**config.mk**
```make
export PLATFORM = sky130hd
export DESIGN_NAME = arsr_regs
export DESIGN_NICKNAME = d
export VERILOG_FILES = /design/src/rtl/arsr_pkg.sv /design/src/rtl/arsr_sync.sv /design/src/rtl/arsr_regs.sv
export SDC_FILE = /design/constraint.sdc
export NUM_CORES = 1
export LEC_CHECK = 0
export ABC_AREA = 0
export BUFFER_PORTS_ARGS = -buffer_cell sky130_fd_sc_hd__buf_4
export CORE_ASPECT_RATIO = 0.5
export CORE_UTILIZATION = 40
export DETAILED_ROUTE_END_ITERATION = 10
export HOLD_SLACK_MARGIN = 0.06
export SLEW_MARGIN = 20
export SYNTH_ARGS = -nofsm -noshare
export SYNTH_HDL_FRONTEND = slang
export SYNTH_SLANG_ARGS = --single-unit
export TNS_END_PERCENT = 5
```
**constraint.sdc**
```tcl
create_clock -name pclk -period 2 [get_ports pclk]
set_input_delay 0.1 -clock pclk [delete_from_list [all_inputs] [get_ports pclk]]
set_output_delay 0.1 -clock pclk [all_outputs]
set_load 0.02 [all_outputs]
```
**src/rtl/arsr_pkg.sv**
```systemverilog
// package: register map, field layout and reset values of the analog readout bank
package arsr_pkg;
    // printed offsets are not all multiples of four: these are indices, byte address = 4 * index
    localparam logic [7:0] REGULATOR_READOUT_IDX     = 8'h2c;
    localparam logic [7:0] SIGNAL_STRENGTH_PEAKS_IDX = 8'h2d;
    localparam logic [7:0] GAIN_REDUCTION_STATE_IDX  = 8'h2e;
    localparam logic [7:0] CAP_SENSOR_CONTROL_IDX    = 8'h2f;
    localparam logic [7:0] CAP_SENSOR_READOUT_IDX    = 8'h30;
    localparam logic [7:0] IRQ_STATUS_IDX            = 8'h40;
    localparam logic [7:0] IRQ_MASK_IDX              = 8'h41;
    localparam logic [7:0] ANALOG_COMMAND_IDX        = 8'h42;
    localparam int         BYTE_ADDR_W               = 10;

    // field positions
    localparam int REG_CODE_LSB   = 4;
    localparam int ILIM_BIT       = 0;
    localparam int AM_FIELD_LSB   = 4;
    localparam int PM_FIELD_LSB   = 0;
    localparam int TRIM_LSB       = 3;
    localparam int CAL_END_BIT    = 2;
    localparam int CAL_ERR_BIT    = 1;

    // interrupt status bits
    localparam int IRQ_REG_DONE   = 0;
    localparam int IRQ_ILIM       = 1;
    localparam int IRQ_CAL_END    = 2;
    localparam int IRQ_CAL_ERR    = 3;
    localparam int IRQ_W          = 4;

    // command bits (write-only pulses)
    localparam int CMD_CLEAR_STRENGTH = 0;
    localparam int CMD_ADJUST_REG     = 1;
    localparam int CMD_CALIBRATE      = 2;

    // reset values
    localparam logic [7:0]      CAP_CTRL_RESET  = 8'h00;
    localparam logic [3:0]      REG_CODE_RESET  = 4'h0;
    localparam logic [IRQ_W-1:0] IRQ_MASK_RESET = 4'h0;

    // sensor gain codes
    localparam logic [2:0] GAIN_2P8  = 3'h0;
    localparam logic [2:0] GAIN_6P5  = 3'h1;
    localparam logic [2:0] GAIN_1P1  = 3'h2;
    localparam logic [2:0] GAIN_0P5  = 3'h4;
    localparam logic [2:0] GAIN_0P35 = 3'h6;
endpackage : arsr_pkg

```
**src/rtl/arsr_sync.sv**
```systemverilog
// two-flop synchroniser for a vector of asynchronous levels
`timescale 1ns/1ns
`default_nettype none
module arsr_sync #(
    parameter int W = 1
) (
    input  wire logic         pclk,
    input  wire logic         presetn,
    input  wire logic [W-1:0] async_in,
    output logic      [W-1:0] sync_out
);
    logic [W-1:0] meta_reg;

    always_ff @(posedge pclk or negedge presetn) begin
        if (!presetn) begin
            meta_reg <= '0;
            sync_out <= '0;
        end else begin
            meta_reg <= async_in;
            sync_out <= meta_reg;
        end
    end
endmodule : arsr_sync
`default_nettype wire

```
**src/rtl/arsr_regs.sv**
```systemverilog
// analog readout and capacitive sensor register bank with apb slave and interrupt
// How it works
// - the upper nibble of the regulator readout shows the code picked by the last regulator adjust.
// - that code is a plain four-bit step code, 1111 highest and 0000 lowest, passed on unaltered.
// - bit 0 of the regulator readout follows the rf supply rail current-limit indication.
// - the am peak nibble is captured and held until a new reception starts or software clears it.
// - the pm peak nibble is captured and held under the same conditions as the am nibble.
// - peak codes rise with level, so holding the largest code seen keeps the true peak.
// - the upper nibble of the gain state shows the total am attenuation from the analog side.
// - the lower nibble of the gain state shows the total pm attenuation from the analog side.
// - the manual trim field sits in bits 7 to 3 of the control register, lsb weighing 0.1 pF.
// - an all-zero manual trim field selects automatic calibration.
// - the three-bit gain select drives the sensor gain; unused codes are passed but flagged.
// - bits 7 to 3 of the sensor readout show the trim value now in use.
// - bit 2 of the sensor readout is set once a calibration has finished.
// - bit 1 of the sensor readout is set when a calibration failed.
`timescale 1ns/1ns
`default_nettype none
module arsr_regs (
    input  wire logic        pclk,
    input  wire logic        presetn,
    // apb slave
    input  wire logic        psel,
    input  wire logic        penable,
    input  wire logic        pwrite,
    input  wire logic [11:0] paddr,
    input  wire logic [31:0] pwdata,
    input  wire logic [3:0]  pstrb,
    output logic      [31:0] prdata,
    output logic             pready,
    output logic             pslverr,
    // analog front end status (asynchronous)
    input  wire logic        regulator_adjust_done,
    input  wire logic [3:0]  regulator_adjust_code,
    input  wire logic        rf_supply_rail_current_limit,
    input  wire logic        reception_start,
    input  wire logic [3:0]  am_strength_level,
    input  wire logic [3:0]  pm_strength_level,
    input  wire logic [3:0]  am_total_attenuation,
    input  wire logic [3:0]  pm_total_attenuation,
    input  wire logic        capsense_cal_done,
    input  wire logic        capsense_cal_fail,
    input  wire logic [4:0]  capsense_auto_trim,
    // controls to the front end and interrupt request
    output logic             regulator_adjust_start,
    output logic             capsense_cal_start,
    output logic             capsense_auto_mode,
    output logic      [4:0]  capsense_manual_trim,
    output logic      [2:0]  capsense_gain_select,
    output logic             capsense_gain_unused,
    output logic             irq
);
    localparam int SYNC_W = 36;

    logic [SYNC_W-1:0] sync_in;
    logic [SYNC_W-1:0] sync_q;

    assign sync_in = {regulator_adjust_done, regulator_adjust_code,
                      rf_supply_rail_current_limit, reception_start,
                      am_strength_level, pm_strength_level,
                      am_total_attenuation, pm_total_attenuation,
                      capsense_cal_done, capsense_cal_fail, capsense_auto_trim, 6'h00};

    arsr_sync #(.W(SYNC_W)) u_sync (
        .pclk     (pclk),
        .presetn  (presetn),
        .async_in (sync_in),
        .sync_out (sync_q)
    );

    logic       s_reg_done;
    logic [3:0] s_reg_code;
    logic       s_ilim;
    logic       s_rx_start;
    logic [3:0] s_am_lvl;
    logic [3:0] s_pm_lvl;
    logic [3:0] s_am_att;
    logic [3:0] s_pm_att;
    logic       s_cal_done;
    logic       s_cal_fail;
    logic [4:0] s_auto_trim;

    assign {s_reg_done, s_reg_code, s_ilim, s_rx_start, s_am_lvl, s_pm_lvl,
            s_am_att, s_pm_att, s_cal_done, s_cal_fail, s_auto_trim} = sync_q[SYNC_W-1:6];

    // edge detection on synchronised levels
    logic reg_done_d_reg;
    logic rx_start_d_reg;
    logic cal_done_d_reg;
    logic cal_fail_d_reg;
    logic ilim_d_reg;

    always_ff @(posedge pclk or negedge presetn) begin
        if (!presetn) begin
            reg_done_d_reg <= 1'b0;
            rx_start_d_reg <= 1'b0;
            cal_done_d_reg <= 1'b0;
            cal_fail_d_reg <= 1'b0;
            ilim_d_reg     <= 1'b0;
        end else begin
            reg_done_d_reg <= s_reg_done;
            rx_start_d_reg <= s_rx_start;
            cal_done_d_reg <= s_cal_done;
            cal_fail_d_reg <= s_cal_fail;
            ilim_d_reg     <= s_ilim;
        end
    end

    logic reg_done_rise;
    logic rx_start_rise;
    logic cal_done_rise;
    logic cal_fail_rise;
    logic ilim_rise;

    assign reg_done_rise = s_reg_done & ~reg_done_d_reg;
    assign rx_start_rise = s_rx_start & ~rx_start_d_reg;
    assign cal_done_rise = s_cal_done & ~cal_done_d_reg;
    assign cal_fail_rise = s_cal_fail & ~cal_fail_d_reg;
    assign ilim_rise     = s_ilim & ~ilim_d_reg;

    // apb decode; zero wait states
    function automatic logic hit(input logic [11:0] a, input logic [7:0] idx);
        hit = (a[11:2] == {2'b00, idx}) && (a[1:0] == 2'b00);
    endfunction : hit

    logic setup;
    logic wr_acc;
    logic mapped;

    assign setup  = psel & ~penable;
    assign wr_acc = psel & penable & pwrite & pready;
    assign mapped = hit(paddr, arsr_pkg::REGULATOR_READOUT_IDX)
                  | hit(paddr, arsr_pkg::SIGNAL_STRENGTH_PEAKS_IDX)
                  | hit(paddr, arsr_pkg::GAIN_REDUCTION_STATE_IDX)
                  | hit(paddr, arsr_pkg::CAP_SENSOR_CONTROL_IDX)
                  | hit(paddr, arsr_pkg::CAP_SENSOR_READOUT_IDX)
                  | hit(paddr, arsr_pkg::IRQ_STATUS_IDX)
                  | hit(paddr, arsr_pkg::IRQ_MASK_IDX)
                  | hit(paddr, arsr_pkg::ANALOG_COMMAND_IDX);

    logic wr_ctrl;
    logic wr_stat;
    logic wr_mask;
    logic wr_cmd;

    assign wr_ctrl = wr_acc & pstrb[0] & hit(paddr, arsr_pkg::CAP_SENSOR_CONTROL_IDX);
    assign wr_stat = wr_acc & pstrb[0] & hit(paddr, arsr_pkg::IRQ_STATUS_IDX);
    assign wr_mask = wr_acc & pstrb[0] & hit(paddr, arsr_pkg::IRQ_MASK_IDX);
    assign wr_cmd  = wr_acc & pstrb[0] & hit(paddr, arsr_pkg::ANALOG_COMMAND_IDX);

    // pready rises in the cycle after setup: every access is two cycles
    always_ff @(posedge pclk or negedge presetn) begin
        if (!presetn) begin
            pready  <= 1'b0;
            pslverr <= 1'b0;
        end else begin
            pready  <= setup;
            pslverr <= setup & ~mapped;
        end
    end

    logic [3:0] reg_code_reg;
    always_ff @(posedge pclk or negedge presetn) begin
        if (!presetn) begin
            reg_code_reg <= arsr_pkg::REG_CODE_RESET;
        end else if (reg_done_rise) begin
            reg_code_reg <= s_reg_code;
        end
    end

    logic [3:0] am_peak_reg;
    logic [3:0] pm_peak_reg;
    logic       clr_strength;

    assign clr_strength = wr_cmd & pwdata[arsr_pkg::CMD_CLEAR_STRENGTH];

    always_ff @(posedge pclk or negedge presetn) begin
        if (!presetn) begin
            am_peak_reg <= 4'h0;
            pm_peak_reg <= 4'h0;
        end else if (clr_strength || rx_start_rise) begin
            // a new reception restarts the peak from the present sample
            am_peak_reg <= rx_start_rise ? s_am_lvl : 4'h0;
            pm_peak_reg <= rx_start_rise ? s_pm_lvl : 4'h0;
        end else begin
            if (s_am_lvl > am_peak_reg) begin
                am_peak_reg <= s_am_lvl;
            end
            if (s_pm_lvl > pm_peak_reg) begin
                pm_peak_reg <= s_pm_lvl;
            end
        end
    end

    logic [7:0] cap_ctrl_reg;
    always_ff @(posedge pclk or negedge presetn) begin
        if (!presetn) begin
            cap_ctrl_reg <= arsr_pkg::CAP_CTRL_RESET;
        end else if (wr_ctrl) begin
            cap_ctrl_reg <= pwdata[7:0];
        end
    end

    function automatic logic gain_unused(input logic [2:0] g);
        gain_unused = !(g == arsr_pkg::GAIN_2P8 || g == arsr_pkg::GAIN_6P5
                     || g == arsr_pkg::GAIN_1P1 || g == arsr_pkg::GAIN_0P5
                     || g == arsr_pkg::GAIN_0P35);
    endfunction : gain_unused

    logic [4:0] manual_trim;
    logic       auto_mode;
    assign manual_trim = cap_ctrl_reg[7:arsr_pkg::TRIM_LSB];
    assign auto_mode   = (manual_trim == 5'h00);

    logic [4:0] trim_used_reg;
    logic       cal_end_reg;
    logic       cal_err_reg;
    logic       cal_go;

    assign cal_go = wr_cmd & pwdata[arsr_pkg::CMD_CALIBRATE];

    always_ff @(posedge pclk or negedge presetn) begin
        if (!presetn) begin
            trim_used_reg <= 5'h00;
        end else begin
            trim_used_reg <= auto_mode ? s_auto_trim : manual_trim;
        end
    end

    // flags clear at a new calibration start; a finishing event in that cycle wins
    always_ff @(posedge pclk or negedge presetn) begin
        if (!presetn) begin
            cal_end_reg <= 1'b0;
            cal_err_reg <= 1'b0;
        end else begin
            if (cal_done_rise) begin
                cal_end_reg <= 1'b1;
            end else if (cal_go) begin
                cal_end_reg <= 1'b0;
            end
            if (cal_fail_rise) begin
                cal_err_reg <= 1'b1;
            end else if (cal_go) begin
                cal_err_reg <= 1'b0;
            end
        end
    end

    // command pulses and control outputs
    always_ff @(posedge pclk or negedge presetn) begin
        if (!presetn) begin
            regulator_adjust_start <= 1'b0;
            capsense_cal_start     <= 1'b0;
        end else begin
            regulator_adjust_start <= wr_cmd & pwdata[arsr_pkg::CMD_ADJUST_REG];
            capsense_cal_start     <= cal_go;
        end
    end

    always_ff @(posedge pclk or negedge presetn) begin
        if (!presetn) begin
            capsense_auto_mode   <= 1'b1;
            capsense_manual_trim <= 5'h00;
            capsense_gain_select <= arsr_pkg::GAIN_2P8;
            capsense_gain_unused <= 1'b0;
        end else begin
            capsense_auto_mode   <= auto_mode;
            capsense_manual_trim <= manual_trim;
            // gain select and unused code flag
            capsense_gain_select <= cap_ctrl_reg[2:0];
            capsense_gain_unused <= gain_unused(cap_ctrl_reg[2:0]);
        end
    end

    // interrupts: sticky, write one to clear, set wins
    logic [arsr_pkg::IRQ_W-1:0] irq_stat_reg;
    logic [arsr_pkg::IRQ_W-1:0] irq_mask_reg;
    logic [arsr_pkg::IRQ_W-1:0] irq_evt;

    assign irq_evt = {cal_fail_rise, cal_done_rise, ilim_rise, reg_done_rise};

    always_ff @(posedge pclk or negedge presetn) begin
        if (!presetn) begin
            irq_stat_reg <= '0;
        end else begin
            irq_stat_reg <= irq_evt
                          | (irq_stat_reg & ~(wr_stat ? pwdata[arsr_pkg::IRQ_W-1:0] : '0));
        end
    end

    always_ff @(posedge pclk or negedge presetn) begin
        if (!presetn) begin
            irq_mask_reg <= arsr_pkg::IRQ_MASK_RESET;
        end else if (wr_mask) begin
            irq_mask_reg <= pwdata[arsr_pkg::IRQ_W-1:0];
        end
    end

    always_ff @(posedge pclk or negedge presetn) begin
        if (!presetn) begin
            irq <= 1'b0;
        end else begin
            irq <= |(irq_stat_reg & irq_mask_reg);
        end
    end

    // read mux; readouts ignore writes, reserved bits are zero
    logic [31:0] rd_next;
    always_comb begin
        rd_next = 32'h0000_0000;
        if (hit(paddr, arsr_pkg::REGULATOR_READOUT_IDX)) begin
            rd_next[7:arsr_pkg::REG_CODE_LSB] = reg_code_reg;
            rd_next[arsr_pkg::ILIM_BIT]       = s_ilim;
        end else if (hit(paddr, arsr_pkg::SIGNAL_STRENGTH_PEAKS_IDX)) begin
            rd_next[7:arsr_pkg::AM_FIELD_LSB]   = am_peak_reg;
            rd_next[3:arsr_pkg::PM_FIELD_LSB]   = pm_peak_reg;
        end else if (hit(paddr, arsr_pkg::GAIN_REDUCTION_STATE_IDX)) begin
            rd_next[7:arsr_pkg::AM_FIELD_LSB]   = s_am_att;
            rd_next[3:arsr_pkg::PM_FIELD_LSB]   = s_pm_att;
        end else if (hit(paddr, arsr_pkg::CAP_SENSOR_CONTROL_IDX)) begin
            rd_next[7:0] = cap_ctrl_reg;
        end else if (hit(paddr, arsr_pkg::CAP_SENSOR_READOUT_IDX)) begin
            rd_next[7:arsr_pkg::TRIM_LSB]  = trim_used_reg;
            rd_next[arsr_pkg::CAL_END_BIT] = cal_end_reg;
            rd_next[arsr_pkg::CAL_ERR_BIT] = cal_err_reg;
        end else if (hit(paddr, arsr_pkg::IRQ_STATUS_IDX)) begin
            rd_next[arsr_pkg::IRQ_W-1:0] = irq_stat_reg;
        end else if (hit(paddr, arsr_pkg::IRQ_MASK_IDX)) begin
            rd_next[arsr_pkg::IRQ_W-1:0] = irq_mask_reg;
        end
    end

    always_ff @(posedge pclk or negedge presetn) begin
        if (!presetn) begin
            prdata <= 32'h0000_0000;
        end else if (setup && !pwrite) begin
            prdata <= rd_next;
        end else if (pready) begin
            // data stands only for the access cycle
            prdata <= 32'h0000_0000;
        end
    end
endmodule : arsr_regs
`default_nettype wire

```
# After elaboration in Yosys (flattened, before gate mapping)
# Index checks and enable logic that the tools add are counted.
dict set report op_classes {
  n_lt_le_gt_ge 2
  bitwise 36
  n_eq_ne 12
  n_mux 24
  n_reduce_logical 25
}
# op count
set op_table {}
lappend op_table {{$mux 32} 2}
lappend op_table {{$eq 10x6->1 const B} 5}
lappend op_table {{$mux 4} 11}
lappend op_table {{$eq 10x7->1 const B} 3}
lappend op_table {{$mux 8} 3}
lappend op_table {{$and 1x1->1} 18}
lappend op_table {{$reduce_bool 2->1} 5}
lappend op_table {{$logic_and 1x1->1} 9}
lappend op_table {{$and 4x4->4} 2}
lappend op_table {{$gt 4x4->1} 2}
lappend op_table {{$not 1->1} 7}
lappend op_table {{$or 1x1->1} 7}
lappend op_table {{$eq 3x3->1 const B} 2}
lappend op_table {{$mux 3} 2}
lappend op_table {{$logic_not 5->1} 1}
lappend op_table {{$logic_or 1x1->1} 5}
lappend op_table {{$mux 1} 5}
lappend op_table {{$mux 5} 1}
lappend op_table {{$not 4->4} 1}
lappend op_table {{$or 4x4->4} 1}
lappend op_table {{$reduce_or 4->1} 1}
lappend op_table {{$eq 3x1->1 const B} 1}
lappend op_table {{$eq 3x2->1 const B} 1}
lappend op_table {{$logic_not 3->1} 1}
lappend op_table {{2 further kinds} 3}
dict set report word_totals {
  wordCells 125
  out_inout_bits 47
  regBits 147
  input_bits 83
}

# Longest topological paths before layout
dict set report depth {
  depth_word 11
  mapped_depth 7
}

# Cells and area by module
# A second synthesis with hierarchy kept.
dict set report hier_totals {
  cells_unflattened 367
  hier_area_um2 4959.8
}
# mod n_inst cells_per_inst area_each_um2 seq_area_each_um2
set modules_own_cells {}
lappend modules_own_cells {arsr_regs 1 295 3158.0 1577.8}
lappend modules_own_cells {arsr_sync 1 72 1801.7 1801.7}

# Worst setup path before layout
# OpenSTA, ideal clock, no wires.
dict set report synth_timing {
  path_kind {input-to-reg}
  from {in paddr[11]}
  to {reg cap_ctrl_reg[0]}
  stages 6
  slack_ns 0.208
  path_buffers 2
  arrival_time_ns 1.667
  required_ns 1.875
  cell_sequence {or4_4 -> buf_6 -> nor4_4 -> and3_1 -> buf_6 -> mux2_4}
}
dict set report synth_via {
  elab_chain_cells 3
}
# item line
set synth_rtl {}
lappend synth_rtl {{start, declared} arsr_regs.sv:26} ;# input wire logic [11:0] paddr,
lappend synth_rtl {{$eq 10x6->1} arsr_regs.sv:123} ;# hit = (a[11:2] == {2'b00, idx}) && (a[1:0] == 2'b00);
lappend synth_rtl {{$logic_and 1x1->1} arsr_regs.sv:123}
lappend synth_rtl {{$and 1x1->1} arsr_regs.sv:146} ;# assign wr_ctrl = wr_acc & pstrb[0] & hit(paddr, arsr_pkg::CAP_SENSOR_CONTROL_IDX);
lappend synth_rtl {{end signal, assigned} arsr_regs.sv:198} ;# cap_ctrl_reg <= arsr_pkg::CAP_CTRL_RESET;
lappend synth_rtl {{end signal, assigned} arsr_regs.sv:200} ;# cap_ctrl_reg <= pwdata[7:0];
lappend synth_rtl {{end, declared} arsr_regs.sv:195} ;# logic [7:0] cap_ctrl_reg;
# Every way passes these cells.
# A chain may end at the register's enable or synchronous reset.

# Final worst setup path
dict set report layout_timing {
  from {reg pready}
  to {reg am_peak_reg[1]}
}
dict set report layout_via {
  elab_chain_cells 6
  elab_cells_between_ends 7
  classes_between {mux: 1; bitwise: 4; reduce/logical: 2}
}
# item line
set layout_rtl {}
lappend layout_rtl {{start, declared} arsr_regs.sv:30} ;# output logic pready,
lappend layout_rtl {{start signal, assigned} arsr_regs.sv:157} ;# pready <= setup;
lappend layout_rtl {{$and 1x1->1 (*)} arsr_regs.sv:131} ;# assign wr_acc = psel & penable & pwrite & pready;
lappend layout_rtl {{$and 1x1->1 (*) (2 in a row)} arsr_regs.sv:149} ;# assign wr_cmd = wr_acc & pstrb[0] & hit(paddr, arsr_pkg::ANALOG_COMMAND_IDX);
lappend layout_rtl {{$and 1x1->1 (*)} arsr_regs.sv:175} ;# assign clr_strength = wr_cmd & pwdata[arsr_pkg::CMD_CLEAR_STRENGTH];
lappend layout_rtl {{$logic_or 1x1->1 (*)} arsr_regs.sv:181} ;# end else if (clr_strength || rx_start_rise) begin
lappend layout_rtl {{$mux 4 or $reduce_bool 2->1 (tied branches)} -}
lappend layout_rtl {{end signal, assigned} arsr_regs.sv:183} ;# am_peak_reg <= rx_start_rise ? s_am_lvl : 4'h0;
lappend layout_rtl {{end signal, assigned} arsr_regs.sv:187} ;# am_peak_reg <= s_am_lvl;
lappend layout_rtl {{end, declared} arsr_regs.sv:171} ;# logic [3:0] am_peak_reg;
# Every way passes the cells marked *; elsewhere a longest branch is shown, timed or not.

==> flow_metrics.py <==
metrics = {
    "run_status": {
        "status": "finished, final reports clean",
    },
    "critical_path": {
        "worstPathRequired_ns": 2.30,
        "worstSetupStartpointType": "register",
        "critPathKind": "reg -> reg",
        "path_cells": "and4_1 > nand4_4 > nor4_1 > o21ai_1 > a22o_1",
        "worstSetupEndpointType": "register",
        "slowest_stage": "nor4_1",
        "worstPathArrival_ns": 2.13,
        "cpPeakStageDelay_ns": 0.41,
        "path_max_fanout": 6,
    },
    "route": {
        "wirelength_mm": 9.576,
        "viasPerCell": 4.641,
        "drc": 0,
        "antenna_left": 0,
        "dr.first_iter.drc_count": 174,
        "routed-via-count": 3091,
        "avgRoutedWirePerCell_um": 14.38,
        "drtPass1Iterations": 5,
    },
    "sta": {
        "slew_violations": 0,
        "finalHoldViolations": 0,
        "worst_pin_slew_ns": 0.6222,
        "finClkSkew_ns": 0.008846,
        "finalCritPeriodShare": 0.9135,
        "setup_tns_ns": 0,
        "setup_viol": 0,
        "fin_hold_ws_ns": 0.1210,
        "rsz0062_at_grt": "no",
        "slew_headroom": 0.5852,
        "period_needed_ns": 1.827,
        "timing.fmax_ghz": 0.5473,
    },
    "pwr": {
        "leakage_nw": 3.088,
        "worst_ir_drop_vdd_mv": 0.6299,
        "p_sw_frac": 0.2534,
        "p_sw_mw": 1.673,
        "clock_power_share": 0.463,
        "p_int_mw": 4.929,
        "power.density_nw_per_um2": 1010,
        "combinationalPowerShare": 0.119,
        "p_seq_frac": 0.418,
    },
    "die": {
        "die_x_um": 155.4,
        "dieArea_um2": 12230,
        "dieHeight_um": 78.70,
        "initial_utilization": 0.4196,
        "ios": 130,
        "core_um2": 11220,
        "fp-row-count": 27,
    },
    "global_route": {
        "grt_antenna_before_repair": 0,
        "grt_overflow": 0,
        "track_usage": 0.1777,
        "grt_pass1_wl_mm": 16.11,
        "grt_max_degree": 47,
        "grt_pass1_vias": 3134,
    },
    "cts": {
        "ctsResizeCount": 0,
        "post_cts_buffers": 0,
        "ctsLongestPathBuffers": 2,
        "clk_latency_ns": 0.41,
        "cts_hold_buf": 42,
        "cts_buffers": 17,
        "cts_sinks": 123,
        "cts.reportedPaths.clkPinSlew_ns": 0.06,
        "cts_root_buffer": "clkbuf_16",
        "ctsHtreeMaxLevel": 4,
        "cts_tree": "built",
    },
    "yosys": {
        "yosysTopAreaCell": "dfrtp_1",
        "synth_cell_types": 53,
        "ys_seq_area_frac": 0.6543,
        "synth_top_cell_area_share": 0.6488,
        "synth_area_um2": 4706,
        "synthTopCellsByArea": "dfrtp_1, buf_4, mux2_2, mux2_4, ha_1",
        "syn_area_per_cell_um2": 13.56,
        "postSynthCellCount": 347,
        "ys_warn_count": 0,
        "synth_seq_cells": 123,
    },
    "placed_design": {
        "port_buffers": 78,
        "dp_hpwl_mm": 6.640,
        "gp_congestion": 0.7901,
    },
    "final_layout": {
        "layout_common_cells": "dfrtp_1, buf_4, dlygate4sd3_1",
        "drive_above_1_share": 0.3057,
        "fin_nets": 585,
        "final_common_cell": "dfrtp_1",
        "area_delta_synth_final_pct": 38.87,
        "n_antenna_cell": 0,
    },
    "job": {
        "maxCapViolCount": 0,
    },
    "min_path": {
        "hold_path.class": "in -> reg",
    },
}
[per-stage QoR]
stage                     area (µm²)  utilization  instances  worst slack, ns  power (mW)
after global placement          5515       0.4917        592          0.04584       3.501
final                           6535       0.5827        666           0.1730       6.602
after floorplan                 4792            -        370           0.2078       3.260
after global routing            6535       0.5827        666          0.04218       6.934
after detailed placement        5515       0.4917        592          0.02397       3.521
after CTS                       6535       0.5827        666           0.1660       6.679
[cell families (layout without fill, tap and decap cells)]
kind of cell	count (synthesis)	in the layout	synth area share
mux	22	22	0.05850
flops	123	123	0.6543
compound gates	72	72	0.1095
buf+inv	45	182	0.05849
fa+ha+maj	8	8	0.02127
other cells	1	24	0.0007969
simple gates	76	76	0.09705
[cell type report]
cell class,count,area (µm²)
clock inverters,14,160.2
clock buffers,18,439.2
well taps,159,198.9
multi-input cells,202,1438
fillers,922,4681
flip-flops and latches,123,3079
repair buffers,137,1171
inverters,13,48.80
[worst paths after layout]
kind,cells past startpoint,startpoint,slack [ns],to
max,5,pready,0.17,am_peak_reg[1]
min,4,paddr[6],0.12,pslverr
min in group asynchronous,2,presetn,0.24,capsense_manual_trim[4]
max in group asynchronous,3,presetn,1.12,prdata[4]
min reg2reg,0,u_sync.meta_reg[24],0.35,u_sync.sync_out[24]
max reg2reg,5,pready,0.17,am_peak_reg[1]
[cell usage after synthesis (all sizes together)]
master   number
dfrtp       122
buf          27
mux2         20
nand2        19
inv          13
a21oi        11
nor2         11
a21o         10
o21ai        10
a22o          9
ha            8
nand2b        8
nor3          8
a22oi         7
nor2b         6
clkbuf        5
nand3         5
nor4          4
o31ai         4
a211oi        3
a31oi         3
a32oi         3
and3          2
mux2i         2
nor4b         2
o211a         2
o211ai        2
o2bb2ai       2
or3           2
or4           2
a2111oi       1
a221o         1
a221oi        1
a32o          1
and2          1
and4          1
conb          1
dfstp         1
nand4         1
nand4bb       1
nor3b         1
o21a          1
o41ai         1
or2           1
or2b          1
[critical path: cells and delay by family (launching register included)]
kind | cells | cell delay [ns]
AOI/OAI and AO/OA | 2 | 0.48
DFF | 1 | 0.40
and+or+nand+nor | 3 | 0.84
[power by group through the flow]
stage               Sequential [mW]  Combinational (mW)  Clock, mW
floorplan                      2.77               0.490          0
global placement               2.80               0.701          0
detailed placement             2.80               0.721          0
CTS                            2.76               0.789       3.13
global route                   2.78               0.876       3.28
finish                         2.76               0.784       3.06
[metal layers]
layer | part of all wire | track usage | vias up
met1 | 0.48 | 0.2414 | 1509
li1 | - | - | 1485
met4 | 0.012 | 0.06373 | 0
met2 | 0.46 | 0.2704 | 83
met3 | 0.049 | 0.05459 | 14
met5 | 0 | 0 | -
No activity file was read; power rests on OpenSTA's default activity.
